===== config.mk =====
export PLATFORM = sky130hd
export DESIGN_NAME = tail_seq
export DESIGN_NICKNAME = d
export VERILOG_FILES = /design/src/tail_seq_pkg.sv /design/src/tail_seq.sv
export SDC_FILE = /design/constraint.sdc
export NUM_CORES = 1
export LEC_CHECK = 0
export BUFFER_PORTS_ARGS = -buffer_cell sky130_fd_sc_hd__buf_2
export CORE_MARGIN = 3
export CORE_UTILIZATION = 56
export CTS_CLUSTER_DIAMETER = 60
export CTS_CLUSTER_SIZE = 10
export DETAILED_ROUTE_END_ITERATION = 7
export PLACE_DENSITY = 0.78
export SLEW_MARGIN = 40
export SYNTH_ARGS = -nofsm -noshare
export SYNTH_HDL_FRONTEND = slang
export SYNTH_SLANG_ARGS = --single-unit

===== constraint.sdc =====
create_clock -name pclk -period 4.25 [get_ports pclk]
set_input_delay 0.6375 -clock pclk [delete_from_list [all_inputs] [get_ports pclk]]
set_output_delay 0.6375 -clock pclk [all_outputs]
set_load 0.02 [all_outputs]

===== src/tail_seq_pkg.sv =====
// package: constants, arbitration winners and carriers of the service and trap sequencer
// assumes: nothing beyond a SystemVerilog compiler
`default_nettype none
package tail_seq_pkg;
   // ==========================================
   // register offsets (byte addresses)
   localparam logic [7:0] OFF_CTRL     = 8'h00;
   localparam logic [7:0] OFF_IR       = 8'h04;
   localparam logic [7:0] OFF_OPND     = 8'h08;
   localparam logic [7:0] OFF_SCR10    = 8'h10;
   localparam logic [7:0] OFF_PSW      = 8'h14;
   localparam logic [7:0] OFF_STATUS   = 8'h18;
   localparam logic [7:0] OFF_INT_STAT = 8'h1C;
   localparam logic [7:0] OFF_GPR      = 8'h20;
   localparam logic [7:0] OFF_INT_MASK = 8'h40;
   localparam logic [7:0] OFF_SCR11    = 8'h44;
   localparam logic [7:0] OFF_SCR12    = 8'h48;
   // ==========================================
   // field positions and reset values
   localparam int         CTRL_START   = 0;
   localparam int         PSW_TRACE    = 4;
   localparam int         EV_DONE      = 0;
   localparam int         EV_BERR      = 1;
   localparam int         EV_INT       = 2;
   localparam int         EV_TRAP      = 3;
   localparam logic [3:0] MASK_RST     = 4'h0;
   localparam logic [15:0] WORD_RST    = 16'h0000;
   localparam logic [15:0] STEP2       = 16'h0002;
   localparam int         SP_IDX       = 6;
   localparam int         PC_IDX       = 7;
   // ==========================================
   // fixed trap vectors (plain defaults)
   localparam logic [15:0] VEC_TRACE   = 16'h0010;
   localparam logic [15:0] VEC_STACK   = 16'h0020;
   localparam logic [15:0] VEC_POWER   = 16'h0030;
   localparam logic [15:0] VEC_LCLK    = 16'h0040;
   localparam logic [15:0] VEC_URX     = 16'h0050;
   localparam logic [15:0] VEC_UTX     = 16'h0060;
   localparam logic [15:0] VEC_BERR    = 16'h0070;
   // ==========================================
   // service arbitration winners, highest first
   typedef enum logic [3:0] {
      W_TRACE = 4'h0, W_STACK = 4'h1, W_POWER = 4'h2, W_BR7 = 4'h3,
      W_BR6   = 4'h4, W_LCLK  = 4'h5, W_BR5   = 4'h6, W_BR4 = 4'h7,
      W_URX   = 4'h8, W_UTX   = 4'h9, W_STOP  = 4'hA, W_NEXT = 4'hB
   } winner_t;
   // ==========================================
   // memory bus request carrier
   typedef struct packed {
      logic        req;
      logic        write;
      logic [15:0] addr;
      logic [15:0] wdata;
   } mem_req_t;
endpackage : tail_seq_pkg
`default_nettype wire

===== src/tail_seq.sv =====
// tail_seq: destination fetch, branch tests, service arbitration, trap entry
// assumes: APB master on pclk; memory, requests and vector lines are async pins
//
// How it works
// - indexed address is index word plus register picked by instruction bits 2:0, then read
// - odd-byte permission makes an odd address read legal
// - jump or subroutine decode diverts the indexed step, else operand receive
// - clock inhibit holds the sequence until the started read completes
// - byte operation at odd address moves the byte into the low half
// - after storing scratch 11, single-operand instructions take their own path
// - scratch 10 combined with operand by decoded function; condition codes set
// - non-modifying instructions go to service check; others write back first
// - eleven pending conditions arbitrated in fixed priority at instruction end
// - nothing pending means continue to fetch of next instruction
// - bus requests arbitrated only at service check; winner enters bus grant, left again if its request drops
// - bus grant tests for interrupt and loads vector from data lines to scratch 12
// - trap entry pushes status and counter, loads both from vector words
// - after trap entry another service check is made
// - internal traps take a fixed vector from the constants table
// - bus error overrides next step, abandons instruction, takes constant vector
// - without permission an odd address word transfer is a bus error
`timescale 1ns/1ps
`default_nettype none
module tail_seq
   import tail_seq_pkg::*;
(
   input  wire logic        pclk,
   input  wire logic        presetn,
   input  wire logic        psel,
   input  wire logic        penable,
   input  wire logic        pwrite,
   input  wire logic [7:0]  paddr,
   input  wire logic [31:0] pwdata,
   output var  logic [31:0] prdata,
   output var  logic        pready,
   output var  logic        pslverr,
   output var  logic        irq,
   output var  mem_req_t    mem_out,
   input  wire logic        mem_done,
   input  wire logic [15:0] mem_rdata,
   input  wire logic [3:0]  bus_req,
   input  wire logic        bus_intr,
   input  wire logic [15:0] bus_data,
   output var  logic [3:0]  bus_grant,
   input  wire logic [5:0]  int_src,
   output var  logic        clock_inhibit,
   output var  logic        odd_byte_allow,
   output var  logic        halted
);
   // int_src: 0 stack overflow, 1 power fail, 2 line clock, 3 rx, 4 tx, 5 stop
   typedef enum logic [4:0] {
      S_IDLE = 5'h00, S_IDX  = 5'h01, S_DRX  = 5'h02, S_BYTE = 5'h03,
      S_STOR = 5'h04, S_UNRY = 5'h05, S_ALU  = 5'h06, S_WB1  = 5'h07,
      S_WB2  = 5'h08, S_SVC  = 5'h09, S_BG   = 5'h0A, S_INT  = 5'h0B,
      S_TRAP = 5'h0C, S_PSHS = 5'h0D, S_PSHP = 5'h0E, S_VPC  = 5'h0F,
      S_VPSW = 5'h10, S_BERR = 5'h11, S_HALT = 5'h12, S_JMP  = 5'h13,
      S_FTCH = 5'h14
   } state_t;

   // ==========================================
   // functions
   function automatic winner_t arbitrate(input logic [11:0] p);
      winner_t w;
      w = W_NEXT;
      for (int i = 10; i >= 0; i--) begin
         if (p[i]) begin
            w = winner_t'(4'(i));
         end
      end
      return w;
   endfunction : arbitrate

   function automatic logic [15:0] vec_of(input winner_t w);
      unique case (w)
         W_TRACE: return VEC_TRACE;
         W_STACK: return VEC_STACK;
         W_POWER: return VEC_POWER;
         W_LCLK:  return VEC_LCLK;
         W_URX:   return VEC_URX;
         default: return VEC_UTX;
      endcase
   endfunction : vec_of

   function automatic logic [16:0] alu(input logic [2:0] op, input logic [15:0] a,
                                       input logic [15:0] b);
      unique case (op)
         3'h1:    return {1'b0, a};
         3'h2:    return {1'b0, a} - {1'b0, b};
         3'h3:    return {1'b0, a & b};
         3'h4:    return {1'b0, ~a & b};
         3'h5:    return {1'b0, a | b};
         default: return {1'b0, a} + {1'b0, b};
      endcase
   endfunction : alu

   // ==========================================
   // pin synchronisers
   localparam int SW = 1 + 16 + 4 + 1 + 16 + 6;
   logic [SW-1:0] sync1_q;
   logic [SW-1:0] sync2_q;
   always_ff @(posedge pclk or negedge presetn) begin
      if (!presetn) begin
         sync1_q <= '0;
         sync2_q <= '0;
      end else begin
         sync1_q <= {mem_done, mem_rdata, bus_req, bus_intr, bus_data, int_src};
         sync2_q <= sync1_q;
      end
   end
   logic        done_s;
   logic [15:0] rdata_s;
   logic [3:0]  br_s;
   logic        intr_s;
   logic [15:0] bdata_s;
   logic [5:0]  src_s;
   assign {done_s, rdata_s, br_s, intr_s, bdata_s, src_s} = sync2_q;

   // ==========================================
   // state
   state_t      st_q;
   logic        acc_q;
   logic [15:0] ir_q;
   logic [15:0] opnd_q;
   logic [15:0] ba_q;
   logic [15:0] scr10_q;
   logic [15:0] scr11_q;
   logic [15:0] scr12_q;
   logic [15:0] psw_q;
   logic [15:0] gpr_q [8];
   winner_t     win_q;
   logic [3:0]  ev_set;
   logic [3:0]  istat_q;
   logic [3:0]  imask_q;

   logic is_byte;
   logic is_jmp;
   logic is_jsr;
   logic is_unary;
   logic no_write;
   logic [11:0] pend;
   winner_t     win;
   assign is_byte  = ir_q[15];
   assign is_jmp   = ir_q[15:6] == 10'h001;
   assign is_jsr   = ir_q[15:9] == 7'h04;
   assign is_unary = ir_q[14:12] == 3'h0;
   assign no_write = (ir_q[14:12] == 3'h2) || (ir_q[14:12] == 3'h3)
                     || (is_unary && ir_q[8:6] == 3'h7);
   assign pend = {1'b0, src_s[5], src_s[4], src_s[3], br_s[0], br_s[1], src_s[2],
                  br_s[2], br_s[3], src_s[1], src_s[0], psw_q[PSW_TRACE]};
   assign win = arbitrate(pend);

   logic        apb_wr;
   logic        apb_rd;
   assign apb_wr = psel && penable && pready && pwrite;
   assign apb_rd = psel && penable && pready && !pwrite;

   // ==========================================
   // bus access helper: start, or finish when data returns
   logic        start;
   logic        fin;
   logic        allow;
   logic        wr;
   logic [15:0] addr;
   logic [15:0] wdat;
   always_comb begin
      allow = 1'b0;
      wr    = 1'b0;
      addr  = ba_q;
      wdat  = opnd_q;
      unique case (st_q)
         S_IDX:   begin
            allow = 1'b1;
            addr  = opnd_q + gpr_q[ir_q[2:0]];
         end
         S_WB2:   begin
            allow = is_byte;
            wr    = 1'b1;
         end
         S_PSHS:  begin
            wr    = 1'b1;
            addr  = gpr_q[SP_IDX] - STEP2;
            wdat  = psw_q;
         end
         S_PSHP:  begin
            wr    = 1'b1;
            addr  = gpr_q[SP_IDX] - STEP2;
            wdat  = gpr_q[PC_IDX];
         end
         S_VPC:   addr = opnd_q;
         S_VPSW:  addr = opnd_q + STEP2;
         default: ;
      endcase
   end
   logic bus_st;
   assign bus_st = st_q inside {S_IDX, S_WB2, S_PSHS, S_PSHP, S_VPC, S_VPSW};
   // a new access waits until done from the last one has fallen
   assign start  = bus_st && !acc_q && !done_s;
   assign fin    = bus_st && acc_q && done_s;
   logic berr;
   assign berr   = start && addr[0] && !allow;

   always_ff @(posedge pclk or negedge presetn) begin
      if (!presetn) begin
         mem_out        <= '0;
         acc_q          <= 1'b0;
         clock_inhibit  <= 1'b0;
         odd_byte_allow <= 1'b0;
      end else if (start && !berr) begin
         mem_out        <= '{req: 1'b1, write: wr, addr: addr, wdata: wdat};
         acc_q          <= 1'b1;
         clock_inhibit  <= 1'b1;
         odd_byte_allow <= allow;
      end else if (fin) begin
         mem_out        <= '0;
         acc_q          <= 1'b0;
         clock_inhibit  <= 1'b0;
         odd_byte_allow <= 1'b0;
      end
   end

   // ==========================================
   // microstep sequencing
   logic [16:0] res;
   assign res = alu(ir_q[14:12], scr10_q, opnd_q);
   always_ff @(posedge pclk or negedge presetn) begin
      if (!presetn) begin
         st_q      <= S_IDLE;
         win_q     <= W_NEXT;
         ba_q      <= WORD_RST;
         opnd_q    <= WORD_RST;
         scr11_q   <= WORD_RST;
         scr12_q   <= WORD_RST;
         psw_q     <= WORD_RST;
         bus_grant <= 4'h0;
         halted    <= 1'b0;
      end else if (berr) begin
         st_q      <= S_BERR;
      end else begin
         if (apb_wr && st_q inside {S_IDLE, S_FTCH, S_HALT}) begin
            if (paddr == OFF_OPND) opnd_q <= pwdata[15:0];
            if (paddr == OFF_PSW) psw_q <= pwdata[15:0];
            if (paddr == OFF_CTRL && pwdata[CTRL_START]) begin
               st_q   <= S_IDX;
               halted <= 1'b0;
            end
         end
         unique case (st_q)
            S_IDX: if (fin) begin
               ba_q   <= mem_out.addr;
               opnd_q <= rdata_s;
               st_q   <= (is_jmp || is_jsr) ? S_JMP : S_DRX;
            end
            S_JMP:  st_q <= S_SVC;
            S_DRX:  st_q <= (is_byte && ba_q[0]) ? S_BYTE : S_STOR;
            S_BYTE: begin
               opnd_q <= {8'h00, opnd_q[15:8]};
               st_q   <= S_STOR;
            end
            S_STOR: begin
               scr11_q <= opnd_q;
               st_q    <= is_unary ? S_UNRY : S_ALU;
            end
            S_UNRY, S_ALU: begin
               if (st_q == S_ALU) opnd_q <= res[15:0];
               else if (ir_q[8:6] == 3'h0) opnd_q <= WORD_RST;
               else if (ir_q[8:6] == 3'h1) opnd_q <= ~opnd_q;
               psw_q[3:0] <= {res[15], res[15:0] == 16'h0000, 1'b0, res[16]};
               st_q       <= no_write ? S_SVC : S_WB1;
            end
            S_WB1:  st_q <= S_WB2;
            S_WB2:  if (fin) st_q <= S_SVC;
            S_SVC:  begin
               win_q <= win;
               if (win inside {W_BR7, W_BR6, W_BR5, W_BR4}) begin
                  st_q      <= S_BG;
                  bus_grant <= win == W_BR7 ? 4'h8 : win == W_BR6 ? 4'h4
                               : win == W_BR5 ? 4'h2 : 4'h1;
               end else if (win == W_STOP) begin
                  st_q   <= S_HALT;
                  halted <= 1'b1;
               end else if (win == W_NEXT) begin
                  st_q <= S_FTCH;
               end else begin
                  st_q <= S_TRAP;
               end
            end
            S_BG:   if (intr_s) begin
               st_q <= S_INT;
            end else if ((bus_grant & br_s) == 4'h0) begin
               bus_grant <= 4'h0;
               st_q      <= S_SVC;
            end
            S_INT:  begin
               scr12_q   <= bdata_s;
               opnd_q    <= bdata_s;
               bus_grant <= 4'h0;
               st_q      <= S_PSHS;
            end
            S_TRAP: begin
               opnd_q <= vec_of(win_q);
               st_q   <= S_PSHS;
            end
            S_BERR: begin
               opnd_q <= VEC_BERR;
               st_q   <= S_PSHS;
            end
            S_PSHS: if (fin) st_q <= S_PSHP;
            S_PSHP: if (fin) st_q <= S_VPC;
            S_VPC:  if (fin) st_q <= S_VPSW;
            S_VPSW: if (fin) begin
               psw_q <= rdata_s;
               st_q  <= S_SVC;
            end
            default: ;
         endcase
      end
   end

   // ==========================================
   // register file, scratch 10 and instruction
   always_ff @(posedge pclk or negedge presetn) begin
      if (!presetn) begin
         for (int i = 0; i < 8; i++) gpr_q[i] <= WORD_RST;
         ir_q    <= WORD_RST;
         scr10_q <= WORD_RST;
      end else begin
         if (apb_wr && st_q inside {S_IDLE, S_FTCH, S_HALT}) begin
            if (paddr[7:5] == 3'h1) gpr_q[paddr[4:2]] <= pwdata[15:0];
            if (paddr == OFF_IR) ir_q <= pwdata[15:0];
            if (paddr == OFF_SCR10) scr10_q <= pwdata[15:0];
         end
         if (start && !berr && st_q inside {S_PSHS, S_PSHP}) begin
            gpr_q[SP_IDX] <= gpr_q[SP_IDX] - STEP2;
         end
         if (fin && st_q == S_VPC) gpr_q[PC_IDX] <= rdata_s;
      end
   end

   // ==========================================
   // interrupt status, mask and line
   assign ev_set = {st_q == S_TRAP, st_q == S_INT, berr,
                    st_q == S_SVC && win inside {W_NEXT, W_STOP}};
   always_ff @(posedge pclk or negedge presetn) begin
      if (!presetn) begin
         istat_q <= MASK_RST;
         imask_q <= MASK_RST;
         irq     <= 1'b0;
      end else begin
         istat_q <= ((apb_rd && paddr == OFF_INT_STAT) ? (istat_q & ~prdata[3:0]) : istat_q)
                    | ev_set;
         if (apb_wr && paddr == OFF_INT_MASK) imask_q <= pwdata[3:0];
         irq <= |(istat_q & imask_q);
      end
   end

   // ==========================================
   // APB slave, one wait-free access phase
   logic        hit;
   logic [31:0] rd;
   always_comb begin
      hit = 1'b1;
      rd  = 32'h0000_0000;
      if (paddr[7:5] == 3'h1 && paddr[1:0] == 2'h0) begin
         rd = {16'h0000, gpr_q[paddr[4:2]]};
      end else begin
         unique case (paddr)
            OFF_CTRL:     rd = 32'h0000_0000;
            OFF_IR:       rd = {16'h0000, ir_q};
            OFF_OPND:     rd = {16'h0000, opnd_q};
            OFF_SCR10:    rd = {16'h0000, scr10_q};
            OFF_PSW:      rd = {16'h0000, psw_q};
            OFF_STATUS:   rd = {19'h0, halted, win_q, 3'h0, st_q};
            OFF_INT_STAT: rd = {28'h0, istat_q};
            OFF_INT_MASK: rd = {28'h0, imask_q};
            OFF_SCR11:    rd = {16'h0000, scr11_q};
            OFF_SCR12:    rd = {16'h0000, scr12_q};
            default:      hit = 1'b0;
         endcase
      end
   end
   always_ff @(posedge pclk or negedge presetn) begin
      if (!presetn) begin
         pready  <= 1'b0;
         prdata  <= 32'h0000_0000;
         pslverr <= 1'b0;
      end else if (psel && !penable) begin
         pready  <= 1'b1;
         prdata  <= rd;
         pslverr <= !hit;
      end else begin
         pready  <= 1'b0;
         pslverr <= 1'b0;
      end
   end
endmodule : tail_seq
`default_nettype wire


==> results of run 1 <==
[placed cells by master (no fill, tap or decap), types with 42 or more instances in the layout]
cell type    n
nand2_1    237
buf_2      131
o21ai_0    159
a22oi_1     67
nor2_1     177
mux2_2     184
buf_4       86
a21oi_1    113
mux2i_1     42
clkbuf_16   49
mux4_2      64
dfrtp_1    398
nor3_1      53
nand3_1     74
[repair_timing]
item	in CTS	in global routing
hold buffers	0	1
gates resized for setup	0	0
hold endpoints to repair	0	26
[flip-flops by register name, summed over array words and instances, names as in the netlist, 4 cells and up]
register and cells:
imask_q 4, scr11_q 16, scr12_q 16, ir_q 16
mem_out 34, bus_grant 4, gpr_q 128, opnd_q 16
st_q 5, sync1_q 44, ba_q 16, istat_q 4
psw_q 16, scr10_q 16, prdata 16, win_q 4
sync2_q 44
[how the worst max path moves through the flow]
stage / cells after the start / startpoint / endpoint / slack, ps
floorplan: 14 / ir_q[0] / mem_out[30] / 90
global placement: 12 / ir_q[0] / mem_out[30] / 260
detailed placement: 12 / ir_q[0] / mem_out[30] / 250
CTS: 12 / ir_q[0] / mem_out[30] / 230
global route: 12 / ir_q[0] / mem_out[30] / 8
finish: 12 / ir_q[0] / mem_out[30] / 190
[kinds of logic (layout without fill, tap and decap cells)]
kind of cell / count (synthesis) / in the layout
AO/OA/AOI/OAI: 618 / 618
XOR/XNOR: 49 / 49
adder cells (fa/ha/maj): 39 / 39
buffers and inverters: 237 / 330
flip-flops: 404 / 404
multiplexers: 290 / 290
other: 1 / 17
AND/OR/NAND/NOR: 693 / 693
[area by class of cell]
class / instances / share of cell area
Inverter: 39 / 0.00561
Clock buffer: 58 / 0.0495
Antenna cell: 1 / 0.0000960
Sequential cell: 404 / 0.388
Multi-Input combinational cell: 1705 / 0.473
Tap cell: 532 / 0.0255
Timing Repair Buffer: 224 / 0.0550
Clock inverter: 9 / 0.00321
[critical path: stages, from the launching register on]
cell	delay [ps]
dfrtp_2	510
buf_4	320
mux4_2	590
mux2_2	310
ha_1	340
a21o_1	210
a211oi_1	360
o21ai_0	200
a41oi_1	420
o21ai_0	130
a31oi_1	210
xor2_1	200
o211ai_1	110
[metal layers]
layer	global-route usage	vias up
li1	-	8784
met1	0.573	10300
met2	0.570	1555
met3	0.138	282
met4	0.167	6
met5	0	-
[synth_stat cells, types with 23 or more instances]
cell | n | area, um^2
a211oi_1 | 25 | 188
a21oi_1 | 113 | 566
a221oi_1 | 25 | 219
a22oi_1 | 67 | 503
a31oi_1 | 24 | 150
buf_4 | 23 | 173
clkbuf_1 | 140 | 526
dfrtp_1 | 401 | 10000
ha_1 | 36 | 450
inv_1 | 35 | 131
mux2_2 | 184 | 2070
mux2i_1 | 42 | 420
mux4_2 | 64 | 1440
nand2_1 | 238 | 893
nand3_1 | 74 | 370
nor2_1 | 178 | 668
nor2b_1 | 23 | 144
nor3_1 | 55 | 275
o211ai_1 | 24 | 180
o21ai_0 | 159 | 796
xnor2_1 | 30 | 263
[power by group]
group          total [mW]  switching [mW]  internal, mW
Sequential           5.19           0.751          4.44
Clock                3.74            1.61          2.13
Combinational        6.86            4.52          2.35
==> summary.md, run 1 <==
| Metric | Value |
|---|---|
| Core box area | `41000 um^2` |
| Syn Area/Cell | `10.0 um^2` |
| Clk_skew | `36.2 ps` |
| Post-Synth Adder-Cell Area | `0.0214` |
| Slew margin rel. | `0.416` |
| CTS buffer count | `49` |
| Number of port buffers | `132` |
| Final min period | `4060 ps` |
| Wire per inst | `30.4 um` |
| Area growth, synth to finish | `11.5%` |
| Final WL | `90.4 mm` |
| Post-Syn Area | `23400 um^2` |
| Largest net degree at the start of global routing | `105` |
| DR pass1 iterations | `6` |
| Via count | `20900` |
| Htree depth | `2` |
| Hold depth | `1` |
| Pwr dens | `606 nW/um^2` |
| CP Launch Type | `flip-flop` |
| Die W | `210 um` |
| Critical path class | `reg2reg` |
| Worst EP required | `4710 ps` |
| Share of cells above drive strength 1 | `0.239` |
| Die ar. | `44300 um^2` |
| Post-synth top flop | `dfrtp_1` |
| Fill cells | `3261` |
| Postcts setup bufs | `0` |
| Simple-gate share of the synthesized area | `0.140` |
| Power Total | `15.8 mW` |
| Fin nets | `2550` |
| Worst-path clk slew | `60 ps` |
| Reg2Reg Setup Slack | `190 ps` |
| Clk_lat worst skew | `600 ps` |
| Synth Area in Compound Gates | `0.176` |
| HP Class | `in2reg` |
| Final Core Density | `0.636` |
| Initial drt markers | `2910` |
| Crit. End Element | `flip-flop` |
| Die height | `210 um` |
| Seq/Total Area, Yosys | `0.432` |
| CTS root buffer | `clkbuf_16` |
| Placed Area | `24700 um^2` |
| Final hold violations | `0` |
| Outcome | `finished clean` |
| Initial Util | `0.570` |
| Clock sink count | `404` |
| R2R Path Start | `ir_q[0]` |
| Sequential standard cell area | `10100 um^2` |
| Global-route usage over all layers | `0.403` |
| Yosys warns | `0` |
| Hold WS | `140 ps` |
| Ports | `165` |
| Layout Cells excl Fill | `2972` |
| Worst vdd ir | `0.000431 V` |
| Reg2reg end | `mem_out[30]` |
| First-pass GRT wire length | `132 mm` |
| Final Cycle Share | `0.955` |
| Post-route cell area | `26100 um^2` |
| EDFF count, synth | `0` |
| Max Clk Rate | `246 MHz` |
| Number of routed nets with antenna violations | `0` |
| Metal2 WL | `37.3 mm` |
| Vias per cell | `7.04` |
| Actual slew at the worst max-slew pin | `865 ps` |
| Worst Hold Endpoint | `sync1_q[22]` |
| RSZ-0062 raised after global routing | `false` |
| Rows | `74` |
| Mux cell area share after synthesis | `0.168` |
| Clock buffer depth | `3` |
| FFs w/ async S/R, synth | `1.00` |
| MaxCap Viol Count | `0` |
| Met3 wire length | `12.7 mm` |
| Mapped Cells | `2331` |
| Placed Cells | `2902` |
| CTS tree | `yes` |
| Critical path arrival | `4520 ps` |
| GRT Residual Overflow | `0` |
| Largest family of logic cells by synthesized area | `compound AO/OA/AOI/OAI gates` |
| R2r worst-path depth | `12` |
| TNS Setup | `0 ps` |
| Hpwl dp | `65.1 mm` |
| Fin. max-slew vios | `0` |
| Initial antenna violation count | `4` |
| Drt drc | `0` |
| Crit-path max FO | `12` |
| Final setup margin | `190 ps` |
| Flops & latches, synth | `404` |
| # setup viols final | `0` |
| Metal-1 WL | `35.7 mm` |
| Multi-input gate area | `12300 um^2` |
| GPL Wtd Cong | `0.997` |
| Post-Synth XOR/XNOR Area | `0.0183` |
| Top Layer Used | `met5` |
| Unique masters post-synth | `94` |
| Number of global-route vias before repair | `19700` |
| Pre-CTS setup slack | `246 ps` |
| Worst Hold Launch | `bus_intr` |
| LEAKAGE | `11.7 nW` |
No activity file was read; power rests on OpenSTA's default activity.
==> run 2, diff against run 1 <==
--- a/config.mk
+++ b/config.mk
@@ -7,11 +7,12 @@
 export LEC_CHECK = 0
 export BUFFER_PORTS_ARGS = -buffer_cell sky130_fd_sc_hd__buf_2
 export CORE_MARGIN = 3
-export CORE_UTILIZATION = 56
+export CORE_UTILIZATION = 57
+export CTS_BUF_LIST = sky130_fd_sc_hd__clkbuf_8
 export CTS_CLUSTER_DIAMETER = 60
 export CTS_CLUSTER_SIZE = 10
 export DETAILED_ROUTE_END_ITERATION = 7
-export PLACE_DENSITY = 0.78
+export PLACE_DENSITY = 0.79
 export SLEW_MARGIN = 40
 export SYNTH_ARGS = -nofsm -noshare
 export SYNTH_HDL_FRONTEND = slang
==> summary.md, run 2 (synthesized netlist as in run 1, its figures left out) <==
| Metric | Value |
|---|---|
| TNS Setup | `0 ps (unchanged)` |
| Postcts setup bufs | `0 (unchanged)` |
| Net Sw Frac | `0.460 (+0.0244)` |
| Core box area | `40100 um^2 (-2.2%)` |
| Global-route usage over all layers | `0.395 (-0.00828)` |
| Number of routed nets with antenna violations | `0 (unchanged)` |
| Buf+Inv Stages, Crit Path | `1 (unchanged)` |
| Slew margin rel. | `0.385 (-0.0310)` |
| Ports | `165 (unchanged)` |
| GRT Residual Overflow | `0 (unchanged)` |
| Crit-path max FO | `14 (+2)` |
| Die W | `209 um (-0.86%)` |
| Commonest non-fill, non-tap cell in the layout | `dfrtp_1` |
| Wire per inst | `29.4 um (-3.5%)` |
| Final Core Density | `0.638 (+0.00247)` |
| Power share of the clock group | `0.179 (-0.058)` |
| Clk_skew | `64.3 ps (+28.1 ps)` |
| Final hold violations | `0 (unchanged)` |
| Worst Hold Launch | `mem_rdata[11]` |
| LEAKAGE | `11.5 nW (-1.3%)` |
| Share of cells above drive strength 1 | `0.239 (+0.000694)` |
| Final WL | `87.6 mm (-3.1%)` |
| Via count | `21200 (+1.1%)` |
| Fin nets | `2559 (+0.35%)` |
| MaxCap Viol Count | `0 (unchanged)` |
| Rows | `73 (-1.4%)` |
| Number of port buffers | `132 (unchanged)` |
| Combinational power share | `0.468 (+0.034)` |
| Worst-path clk slew | `80 ps (+20 ps)` |
| Most frequent cells in the layout | `dfrtp_1 (399), nand2_1 (238), mux2_2 (184)` |
| Sequential share of power | `0.353 (+0.024)` |
| CTS buffer count | `50 (+2.0%)` |
| CTS root buffer | `clkbuf_8` |
| Clock buffer depth | `3 (unchanged)` |
| Area growth, synth to finish | `9.38%` |
| Initial antenna violation count | `2 (-2)` |
| Die height | `209 um (-0.86%)` |
| Final Cycle Share | `0.938 (-0.0172)` |
| # setup viols final | `0 (unchanged)` |
| Final min period | `3990 ps (-73.2 ps)` |
| Largest net degree at the start of global routing | `111 (+5.7%)` |
| CTS tree | `yes` |
| DR pass1 iterations | `8 (+2)` |
| Delay-heaviest family, CP | `compound AO/OA/AOI/OAI gates` |
| Htree depth | `2 (unchanged)` |
| Worst path max stage delay | `580 ps (about the same)` |
| Pwr dens | `573 nW/um^2 (-5.5%)` |
| Die ar. | `43500 um^2 (-1.7%)` |
| Worst EP required | `4820 ps (+110 ps)` |
| Worst vdd ir | `0.000357 V (-17%)` |
| Failing checks | `DRC` |
| Most flops, register | `gpr_q` |
| Largest regs | `gpr_q (128), sync1_q (44), sync2_q (44)` |
| Internal power | `7.92 mW (-11%)` |
| CP Launch Type | `flip-flop` |
| Critical path arrival | `4550 ps (+30 ps)` |
| CP dominant cell by count | `o21ai_0` |
| Psw | `6.74 mW (-2.0%)` |
| Clock sink count | `404 (unchanged)` |
| Max Clk Rate | `251 MHz (+1.8%)` |
| Vias per cell | `7.09 (+0.68%)` |
| Clk_lat worst skew | `700 ps (+100 ps)` |
| Critical path class | `reg2reg` |
| Crit. End Element | `flip-flop` |
| Slowest CP cell | `mux4_2` |
| HP Class | `in2reg` |
| Fin. max-slew vios | `0 (unchanged)` |
| Number of flip-flops under the largest register name | `128 (unchanged)` |
| RSZ-0062 raised after global routing | `false` |
| CP cell instances | `buf_4 -> mux4_2 -> mux2_2 -> ha_1 -> a21o_1 -> a211oi_1 -> o21ai_0 -> a41oi_2 -> o21ai_0 -> a31oi_1 -> xor2_1 -> o211ai_1` |
| First-pass GRT wire length | `129 mm (-2.1%)` |
| Crit path launch | `ir_q[0]` |
| Actual slew at the worst max-slew pin | `919 ps (+54.1 ps)` |
| Initial Util | `0.584 (+0.0131)` |
| Initial drt markers | `3555 (+22%)` |
| Hpwl dp | `62.5 mm (-4.0%)` |
| Drt drc | `2 (+2)` |
| Number of global-route vias before repair | `20200 (+2.5%)` |
| Outcome | `complete, but fails checks` |
| GPL Wtd Cong | `1.08 (+8.3%)` |
| R2R Path Start | `ir_q[0]` |
==> run 2: changes by cell type in the layout (fill, tap and decap cells not counted), sizes merged <==
| cell | delta |
|---|---|
| inv | +19 |
| buf | +8 |
| clkbuf | -7 |
| clkinv | -2 |
| diode | +1 |
==> run 2: worst reg2reg max path, delay by kind of cell (launching register included) <==
family | cells | cell delay (ps)
xor+xnor | 1 | 170
buf+inv | 1 | 360
flops | 1 | 560
fa+ha+maj | 1 | 350
mux | 2 | 900
compound gates | 7 | 1520
==> run 2: timing repair <==
action | in CTS | in global routing
hold endpoints to repair | 38 | 0
setup endpoints to repair | 0 | 1
resized for setup | 0 | 1
hold buffers | 1 | 0
==> run 2: worst paths after layout <==
check / slack (ps) / depth (start not counted) / to
worst max-delay path: 260 / 12 / mem_out[30]
worst min-delay path: 70 / 1 / sync1_q[38]
worst max register to register: 260 / 12 / mem_out[30]
worst min register to register: 340 / 0 / sync2_q[5]
max in group asynchronous: 2610 / 3 / win_q[3]
min in group asynchronous: 510 / 2 / mem_out[21]
==> run 2: area by class of cell <==
cell class                 instances  area, um^2
antenna                            2        5.00
clock buffer                      51         702
clock inverter                    26         153
fill                            3259       14500
inverter                          39         146
multi-input combinational       1705       12300
sequential                       404       10100
tap                              525         657
timing repair buffer             232        1470
==> run 2: per-layer routing <==
| layer | share of wire | routed length (um) | GRT usage |
|---|---|---|---|
| met1 | 0.37 | 32800 | 0.553 |
| met2 | 0.40 | 35200 | 0.549 |
| met3 | 0.16 | 13800 | 0.133 |
| met4 | 0.065 | 5700 | 0.204 |
| met5 | 0.00084 | 74 | 0 |
==> run 2: per-stage QoR <==
step	instances	worst slack [ps]	area (um^2)	power [mW]	hold slack [ps]
after floorplan	2346	85.9	23500	9.35	331
after global placement	2904	297	24700	11.5	332
after detailed placement	2904	227	24700	11.7	335
after CTS	2982	220	25600	14.3	37.4
after global routing	2982	60.3	25600	15.3	53.4
final	2984	263	25600	14.7	69.8
==> run 2: power groups by stage <==
stage          clock network (mW)  logic [mW]  registers [mW]
2_1_floorplan                   0        4.36            4.98
3_3_place_gp                    0        6.36            5.15
3_5_place_dp                    0        6.50            5.18
4_1_cts                      2.65        6.54            5.12
5_1_grt                      2.81        7.27            5.21
6_report                     2.62        6.86            5.18
